File: src/rtl/aosl_regs.svh
// Register offsets, field positions, reset values and rates of the offset
// and sleep link block. Assumes the byte-wide register port of the device.
// What this block does
// A tap on an axis's positive face is reported with a negative sign.
// Output rates come from decimating one sample stream, detectors only when improved tap is set.
// With link on, activity is armed only after inactivity was detected.
// Reading the cause register at 0x30 clears the pending events.
// Automatic sleep is refused while an activity event is uncleared.
// The asleep bit of the motion event status register shows sleep.
// Low power keeps data-ready and data output fully working.
// With sleep, autosleep and link on, inactivity drops to the sleep rate.
// Activity while asleep restores the rate and swaps the detector arming.
// Each axis's signed offset trim is added to every sample.
// An offset trim LSB weighs 15.6 mg whatever the range.
// In full resolution one trim LSB is four output LSBs.
// Offset trims return to zero at reset.
// The trim is purely additive, negative lowers, positive raises.
// The motion event status register is only ever overwritten.
// In fixed 10-bit modes the trim is scaled to the range's output LSB.
`ifndef AOSL_REGS_SVH
`define AOSL_REGS_SVH
`define AOSL_ADDR_X_OFS 8'h1E
`define AOSL_ADDR_Y_OFS 8'h1F
`define AOSL_ADDR_Z_OFS 8'h20
`define AOSL_ADDR_MOTION 8'h2B
`define AOSL_ADDR_CAUSE 8'h30
`define AOSL_ADDR_DATA0 8'h32
`define AOSL_ADDR_DATA5 8'h37
`define AOSL_OFS_RESET 8'h00
`define AOSL_CAUSE_RDY 7
`define AOSL_CAUSE_ACT 4
`define AOSL_CAUSE_INACT 3
`define AOSL_MOT_ACT_LSB 4
`define AOSL_MOT_ASLEEP 3
`define AOSL_MOT_TAP_LSB 0
`define AOSL_SLEEP_SHIFT 4'h7
`endif
File: src/rtl/aosl_pkg.sv
// Types of the offset and sleep link block.
// Assumes nothing beyond the register header.
package aosl_pkg;
  typedef enum logic {AOSL_AWAKE, AOSL_ASLEEP} aosl_sleep_t;
endpackage

File: src/rtl/aosl_core.sv
// Offset trim, decimation, link and automatic sleep of the accelerometer.
// Assumes samples arrive at the internal rate in the selected output format
// and that event detectors sit outside, fed from the detector sample port.
`include "aosl_regs.svh"
module aosl_core #(
  parameter int SW = 16
) (
  input wire logic sys_clk,
  input wire logic rst,
  input wire logic regSel,
  input wire logic regWr,
  input wire logic [7:0] regAddr,
  input wire logic [7:0] regWrData,
  output logic [7:0] regRdData,
  input wire logic sampleValid,
  input wire logic [SW-1:0] sampleX,
  input wire logic [SW-1:0] sampleY,
  input wire logic [SW-1:0] sampleZ,
  input wire logic [3:0] rateShift,
  input wire logic fullRes,
  input wire logic [1:0] rangeSel,
  input wire logic improvedTap,
  input wire logic linkEn,
  input wire logic autoSleepEn,
  input wire logic sleepEn,
  input wire logic actDetect,
  input wire logic [2:0] actAxesIn,
  input wire logic inactDetect,
  input wire logic tapDetect,
  input wire logic [2:0] tapAxesIn,
  output logic detValid,
  output logic [SW-1:0] detX,
  output logic [SW-1:0] detY,
  output logic [SW-1:0] detZ,
  output logic [2:0] tapSignNeg,
  output logic actArmed,
  output logic inactArmed,
  output logic actPending,
  output logic inactPending,
  output logic dataReady,
  output logic asleep
);
  logic [SW-1:0] smp [3];
  logic [SW-1:0] comp [3];
  logic [7:0] ofs_r [3];
  logic [7:0] ofs_nxt [3];
  logic [SW-1:0] data_r [3];
  logic [SW-1:0] data_nxt [3];
  logic [SW-1:0] det_r [3];
  logic [SW-1:0] det_nxt [3];
  logic detValid_r, detValid_nxt;
  logic [15:0] decCnt_r, decCnt_nxt;
  logic [15:0] decLimit;
  logic [3:0] curShift;
  logic outStrobe;
  logic [7:0] rdData_r, rdData_nxt;
  logic rdCause, actEv, inactEv;
  logic actPend_r, actPend_nxt;
  logic inactPend_r, inactPend_nxt;
  logic rdy_r, rdy_nxt;
  logic actArm_r, actArm_nxt;
  logic inactArm_r, inactArm_nxt;
  logic [2:0] actAxes_r, actAxes_nxt;
  logic [2:0] tapAxes_r, tapAxes_nxt;
  logic [2:0] tapSign_r, tapSign_nxt;
  aosl_pkg::aosl_sleep_t sleep_r, sleep_nxt;

  assign smp[0] = sampleX;
  assign smp[1] = sampleY;
  assign smp[2] = sampleZ;

  // The trim LSB is fixed in g, so its weight in output LSBs follows the
  // output format; at the widest fixed range it halves and loses its LSB.
  function automatic logic [SW-1:0] scaleOfs(input logic [7:0] o,
                                             input logic fr,
                                             input logic [1:0] rg);
    logic [SW-1:0] e;
    e = {{(SW-8){o[7]}}, o};
    if (fr) begin
      scaleOfs = e << 2;
    end else begin
      unique case (rg)
        2'h0: scaleOfs = e << 2;
        2'h1: scaleOfs = e << 1;
        2'h2: scaleOfs = e;
        2'h3: scaleOfs = {e[SW-1], e[SW-1:1]};
      endcase
    end
  endfunction

  genvar a;
  generate
    for (a = 0; a < 3; a++) begin : g_axis
      // Two's complement sum, so a negative trim lowers the result.
      assign comp[a] = smp[a] + scaleOfs(ofs_r[a], fullRes, rangeSel);
    end
  endgenerate

  // Decimation of the one internal stream into the output rate.
  always_comb begin
    curShift = (sleep_r == aosl_pkg::AOSL_ASLEEP) ?
               `AOSL_SLEEP_SHIFT : rateShift;
    decLimit = 16'((17'h00001 << curShift) - 17'h00001);
    decCnt_nxt = decCnt_r;
    outStrobe = 1'b0;
    if (sampleValid) begin
      if (decCnt_r >= decLimit) begin
        decCnt_nxt = 16'h0000;
        outStrobe = 1'b1;
      end else begin
        decCnt_nxt = decCnt_r + 16'h0001;
      end
    end
  end

  always_ff @(posedge sys_clk) begin
    if (rst) begin
      decCnt_r <= 16'h0000;
    end else begin
      decCnt_r <= decCnt_nxt;
    end
  end

  // Data path: output words, detector feed and the offset trims.
  always_comb begin
    for (int i = 0; i < 3; i++) begin
      ofs_nxt[i] = ofs_r[i];
      data_nxt[i] = outStrobe ? comp[i] : data_r[i];
      det_nxt[i] = det_r[i];
    end
    // Detectors see every sample unless improved tap asks for output data.
    detValid_nxt = improvedTap ? outStrobe : sampleValid;
    if (detValid_nxt) begin
      for (int i = 0; i < 3; i++) begin
        det_nxt[i] = comp[i];
      end
    end
    if (regSel && regWr) begin
      if (regAddr == `AOSL_ADDR_X_OFS) begin
        ofs_nxt[0] = regWrData;
      end
      if (regAddr == `AOSL_ADDR_Y_OFS) begin
        ofs_nxt[1] = regWrData;
      end
      if (regAddr == `AOSL_ADDR_Z_OFS) begin
        ofs_nxt[2] = regWrData;
      end
    end
  end

  always_ff @(posedge sys_clk) begin
    if (rst) begin
      for (int i = 0; i < 3; i++) begin
        ofs_r[i] <= `AOSL_OFS_RESET;
        data_r[i] <= '0;
        det_r[i] <= '0;
      end
      detValid_r <= 1'b0;
    end else begin
      for (int i = 0; i < 3; i++) begin
        ofs_r[i] <= ofs_nxt[i];
        data_r[i] <= data_nxt[i];
        det_r[i] <= det_nxt[i];
      end
      detValid_r <= detValid_nxt;
    end
  end

  // Events, link arming, sleep state and the motion status fields.
  always_comb begin
    rdCause = regSel && !regWr && (regAddr == `AOSL_ADDR_CAUSE);
    actEv = actDetect && actArm_r;
    inactEv = inactDetect && inactArm_r;
    actPend_nxt = actPend_r;
    inactPend_nxt = inactPend_r;
    rdy_nxt = rdy_r;
    actArm_nxt = actArm_r;
    inactArm_nxt = inactArm_r;
    actAxes_nxt = actAxes_r;
    tapAxes_nxt = tapAxes_r;
    tapSign_nxt = tapSign_r;
    sleep_nxt = sleep_r;
    if (rdCause) begin
      actPend_nxt = 1'b0;
      inactPend_nxt = 1'b0;
      rdy_nxt = 1'b0;
    end
    // A new event in the clearing cycle still lands.
    if (actEv) begin
      actPend_nxt = 1'b1;
    end
    if (inactEv) begin
      inactPend_nxt = 1'b1;
    end
    // Sleep only swaps rateShift for the fixed sleep shift; data-ready follows every output word.
    if (outStrobe) begin
      rdy_nxt = 1'b1;
    end
    if (!linkEn) begin
      actArm_nxt = 1'b1;
      inactArm_nxt = 1'b1;
    end else if (inactEv) begin
      actArm_nxt = 1'b1;
      inactArm_nxt = 1'b0;
    end else if (actEv) begin
      actArm_nxt = 1'b0;
      inactArm_nxt = 1'b1;
    end
    unique case (sleep_r)
      aosl_pkg::AOSL_AWAKE: begin
        if (sleepEn && autoSleepEn && linkEn && inactEv && !actPend_r) begin
          sleep_nxt = aosl_pkg::AOSL_ASLEEP;
        end
      end
      aosl_pkg::AOSL_ASLEEP: begin
        if (actEv || !sleepEn) begin
          sleep_nxt = aosl_pkg::AOSL_AWAKE;
        end
      end
    endcase
    // Status fields are only overwritten by new events, never cleared.
    if (actEv) begin
      actAxes_nxt = actAxesIn;
    end
    if (tapDetect) begin
      tapAxes_nxt = tapAxesIn;
      // A strike on the positive face is a negative acceleration.
      tapSign_nxt = {det_r[2][SW-1], det_r[1][SW-1], det_r[0][SW-1]};
    end
  end

  always_ff @(posedge sys_clk) begin
    if (rst) begin
      actPend_r <= 1'b0;
      inactPend_r <= 1'b0;
      rdy_r <= 1'b0;
      actArm_r <= 1'b0;
      inactArm_r <= 1'b1;
      actAxes_r <= 3'h0;
      tapAxes_r <= 3'h0;
      tapSign_r <= 3'h0;
      sleep_r <= aosl_pkg::AOSL_AWAKE;
    end else begin
      actPend_r <= actPend_nxt;
      inactPend_r <= inactPend_nxt;
      rdy_r <= rdy_nxt;
      actArm_r <= actArm_nxt;
      inactArm_r <= inactArm_nxt;
      actAxes_r <= actAxes_nxt;
      tapAxes_r <= tapAxes_nxt;
      tapSign_r <= tapSign_nxt;
      sleep_r <= sleep_nxt;
    end
  end

  // Register read path, answered one cycle after the request.
  always_comb begin
    rdData_nxt = 8'h00;
    if (regSel && !regWr) begin
      if (regAddr == `AOSL_ADDR_X_OFS) begin
        rdData_nxt = ofs_r[0];
      end else if (regAddr == `AOSL_ADDR_Y_OFS) begin
        rdData_nxt = ofs_r[1];
      end else if (regAddr == `AOSL_ADDR_Z_OFS) begin
        rdData_nxt = ofs_r[2];
      end else if (regAddr == `AOSL_ADDR_MOTION) begin
        rdData_nxt[`AOSL_MOT_ACT_LSB +: 3] = actAxes_r;
        rdData_nxt[`AOSL_MOT_ASLEEP] =
          (sleep_r == aosl_pkg::AOSL_ASLEEP);
        rdData_nxt[`AOSL_MOT_TAP_LSB +: 3] = tapAxes_r;
      end else if (regAddr == `AOSL_ADDR_CAUSE) begin
        rdData_nxt[`AOSL_CAUSE_RDY] = rdy_r;
        rdData_nxt[`AOSL_CAUSE_ACT] = actPend_r;
        rdData_nxt[`AOSL_CAUSE_INACT] = inactPend_r;
      end else if (regAddr >= `AOSL_ADDR_DATA0 &&
                   regAddr <= `AOSL_ADDR_DATA5) begin
        unique case (3'(regAddr - `AOSL_ADDR_DATA0))
          3'h0: rdData_nxt = data_r[0][7:0];
          3'h1: rdData_nxt = data_r[0][15:8];
          3'h2: rdData_nxt = data_r[1][7:0];
          3'h3: rdData_nxt = data_r[1][15:8];
          3'h4: rdData_nxt = data_r[2][7:0];
          3'h5: rdData_nxt = data_r[2][15:8];
          default: rdData_nxt = 8'h00;
        endcase
      end
    end
  end

  always_ff @(posedge sys_clk) begin
    if (rst) begin
      rdData_r <= 8'h00;
    end else begin
      rdData_r <= rdData_nxt;
    end
  end

  assign regRdData = rdData_r;
  assign detValid = detValid_r;
  assign detX = det_r[0];
  assign detY = det_r[1];
  assign detZ = det_r[2];
  assign tapSignNeg = tapSign_r;
  assign actArmed = actArm_r;
  assign inactArmed = inactArm_r;
  assign actPending = actPend_r;
  assign inactPending = inactPend_r;
  assign dataReady = rdy_r;
  assign asleep = (sleep_r == aosl_pkg::AOSL_ASLEEP);
endmodule

File: config.mk
export PLATFORM = sky130hd
export DESIGN_NAME = aosl_core
export DESIGN_NICKNAME = d
export VERILOG_FILES = /design/src/rtl/aosl_pkg.sv /design/src/rtl/aosl_core.sv
export VERILOG_INCLUDE_DIRS = /design/src /design/src/rtl
export SDC_FILE = /design/constraint.sdc
export NUM_CORES = 1
export LEC_CHECK = 0
export ABC_AREA = 1
export BUFFER_PORTS_ARGS = -buffer_cell sky130_fd_sc_hd__buf_2
export CORE_MARGIN = 8
export CORE_UTILIZATION = 63
export DETAILED_ROUTE_END_ITERATION = 16
export PLACE_DENSITY = 0.85
export SYNTH_ARGS = -nofsm -noshare
export SYNTH_HDL_FRONTEND = slang
export SYNTH_SLANG_ARGS = --single-unit
export TNS_END_PERCENT = 5
File: constraint.sdc
create_clock -name sys_clk -period 4.95 [get_ports sys_clk]
set_clock_uncertainty 0.05 [all_clocks]
set_input_delay 0.2475 -clock sys_clk [delete_from_list [all_inputs] [get_ports sys_clk]]
set_output_delay 0.2475 -clock sys_clk [all_outputs]
set_load 0.02 [all_outputs]
==> results_dict.tcl <==
set metrics [dict create \
    worst_r2r_path_depth 21 \
    worst_pin_slew_ns 0.9127 \
    p_clk_frac 0.411 \
    drtIter0Drc 949 \
    setup.worst_path.class "reg -> reg" \
    area_growth_pct 14.37 \
    routed_wl_mm 30.54 \
    synth_cell_type_count 49 \
    arrival_ns 4.37 \
    status "finished clean" \
    grt_pass1_vias 9903 \
    p_per_area_nw_per_um2 278.9 \
    path_clk_slew_ns 0.06 \
    cts-htree-levels 4 \
    fmax_ghz 0.2468 \
    synth-edff-count 0 \
    async_flop_share 0 \
    grt_use_met2 0.4883 \
    dr.pass1.iters 7 \
    io_buffers 154 \
    cp_max_fo 75 \
    vias 10652 \
    power_w 0.003238 \
    grt_first_pass_wirelength_mm 48.53 \
    slew_viol_final 0 \
    seqPwrFrac 0.416 \
    grt_usage 0.2963 \
    met1_usage 0.3805 \
    p_leak_nw 5.697 \
    antenna_found_initial 1 \
    gp_congestion 0.9500 \
    endpoint_kind "flip-flop" \
    finalHoldViolations 0 \
    die_width_um 142.9 \
    grt_max_degree 76 \
    clock-sinks 160 \
    viasPerCell 5.699 \
    cp.required_ns 5.27 \
    die-height_um 142.9 \
    worstHoldPathType "in -> reg" \
    slew_headroom 0.3908 \
    start_util 0.6413 \
    drive_above_1_share 0.1277 \
    grt-busiest-layer "met2" \
    p_int_w 0.002314 \
    ys_dominant_reg_cell "dfxtp_1" \
    peakVddDrop_mv 0.2506 \
    cts_buffer_depth 2 \
    fin_nets 1796 \
    final.setup.worst_slack_ns 0.8980 \
    dp_hpwl_mm 23.40 \
    use_met3 0.04908 \
    switching_share 0.2854 \
    cts_tree "built" \
    stdcell_area_sq_um 11610 \
    min_period_ns 4.052 \
    cts-buffers-inserted 17 \
    detailed_place.area_sq_um 11010 \
    worstSetupStartpointType "flip-flop" \
    rsz0062_at_grt "no" \
    worstHoldPathCells 3 \
    switching_power_w 0.0009242 \
    wl_per_cell_um 16.34 \
    dieArea_sq_um 20430 \
    postRouteAntennaNets 0 \
    pre_cts_slack_ns 1.022 \
    syn_inst 1507 \
    min_period_over_period 0.8186 \
    clock_latency_ns 0.43 \
    hold_ws_ns 0.02369 \
    fillCellCount 1364 \
    setup_violations 0 \
    fin_tns_setup_ns 0 \
    clock-root-buffer "clkbuf_16" \
    core_area_sq_um 15830 \
    cap_violations 0 \
    ys_seq_area_frac 0.3156 \
    synthesis.area_sq_um 10150 \
    ios 155 \
    drcViolationCount 0 \
    synth_area_per_cell_sq_um 6.735 \
    fp-row-count 46 \
    ys_warn_count 0 \
    syn_nets 1663 \
    ys_ff_latch 160 \
    grt_overflow 0 \
    comb_power_share 0.173 \
]
## area by class of cell
class | instances | area [sq um] | share of cell area
timing repair buffer | 164 | 848.3 | 0.07308
tap | 216 | 270.3 | 0.02328
multi-input combinational | 1137 | 6096 | 0.5251
inverter | 160 | 600.6 | 0.05174
sequential | 160 | 3203 | 0.2759
clock buffer | 21 | 450.4 | 0.03880
antenna | 1 | 2.502 | 0.0002156
clock inverter | 10 | 137.6 | 0.01186
## power by group through the flow
stage               Combinational [W]  Clock (W)  Sequential (W)
floorplan                    0.000323          0         0.00141
global placement             0.000541          0         0.00137
detailed placement           0.000546          0         0.00138
CTS                          0.000552    0.00134         0.00135
global route                 0.000611    0.00139         0.00135
finish                       0.000560    0.00133         0.00135
## stage by stage
| stage | util | std cells |
|---|---|---|
| after floorplan | - | 1507 |
| after global placement | 0.6955 | 1836 |
| after detailed placement | 0.6955 | 1836 |
| after CTS | 0.7333 | 1868 |
| after global routing | 0.7334 | 1869 |
| final | 0.7334 | 1869 |
## synthesized netlist by cell type, drive strengths merged (22+ instances only)
cell type,n,area share
dfxtp,160,0.32
nor2,194,0.073
nand4,25,0.015
xor2,38,0.033
clkbuf,22,0.0081
inv,158,0.058
nand3b,47,0.035
o21ai,107,0.054
nand2,367,0.14
nand3,86,0.043
a21oi,113,0.056
buf,28,0.017
ha,64,0.079
## cells in the final DEF (no fill, tap or decap), types with 4 or more instances in the layout
cell type  instances
nor3_1            10
inv_1            153
buf_2            154
nor2_1           192
nand3b_1          47
o211ai_1           8
a31oi_1            6
clkbuf_16         17
o21ai_1           14
nand2_2            4
inv_2              5
a22oi_1            8
nand4_1           25
nand3_1           84
a221oi_1           6
dfxtp_1          160
o22ai_1            8
nand2_1          363
xor2_1            38
buf_4              9
o21ai_0           92
a32oi_1           10
xnor2_1           12
ha_1              64
a21oi_1          113
o21a_1             4
## final timing paths
path                      from      endpoint  slack [ns]
setup reg to reg        asleep  det_r[0][18]        0.90
hold reg to reg   actAxes_r[0]  actAxes_r[0]        0.41
hold / removal    tapAxesIn[0]  tapAxes_r[0]        0.02
setup / recovery        asleep  det_r[0][18]        0.90
## worst max-delay path: stages (launching register included)
cell and delay [ns]:
dfxtp_1 0.34, clkinv_1 0.27, nand2_1 0.23, nor2_1 0.06, nand3_1 0.07, ha_1 0.18
inv_1 0.09, nor4_1 0.34, xor2_1 0.24, ha_1 0.26, nand2_1 0.06, inv_1 0.04
nand2_1 0.07, a21oi_1 0.06, nor2_1 0.11, nand3_2 0.17, nand2_2 0.10, buf_4 0.60
nand2_1 0.30, nand2_1 0.14, nand2_1 0.07, nor2_1 0.11
## cells by family after synthesis
group	after synthesis	synth area share
xor gates and xnor gates	50	0.04315
adders and majority gates	67	0.08481
and+or+nand+nor	741	0.3189
buffers and inverters	210	0.08382
AOI/OAI and AO/OA	278	0.1534
other	1	0.0003695
DFF	160	0.3156
## sequential cells by signal, indices dropped and copies added, names as in the netlist
signal,count
tapAxes_r,3
actArmed,1
dataReady,1
actPending,1
actAxes_r,3
inactPending,1
ofs_r,24
regRdData,8
tapSignNeg,3
asleep,1
decCnt_r,16
det_r,48
inactArmed,1
data_r,48
detValid,1
## what timing repair did
item                                   4_1_cts  5_1_grt
endpoints found under the hold margin        2        0
setup buffers                                0        0
gates resized for setup                      0        0
hold buffers                                 1        0
## routing by layer
| metal | up-vias | share of wire |
|---|---|---|
| li1 | 5249 | - |
| met1 | 4832 | 0.42 |
| met2 | 504 | 0.47 |
| met3 | 67 | 0.087 |
| met4 | 0 | 0.028 |
| met5 | - | 0 |
Power figures use the tool's default switching activity.
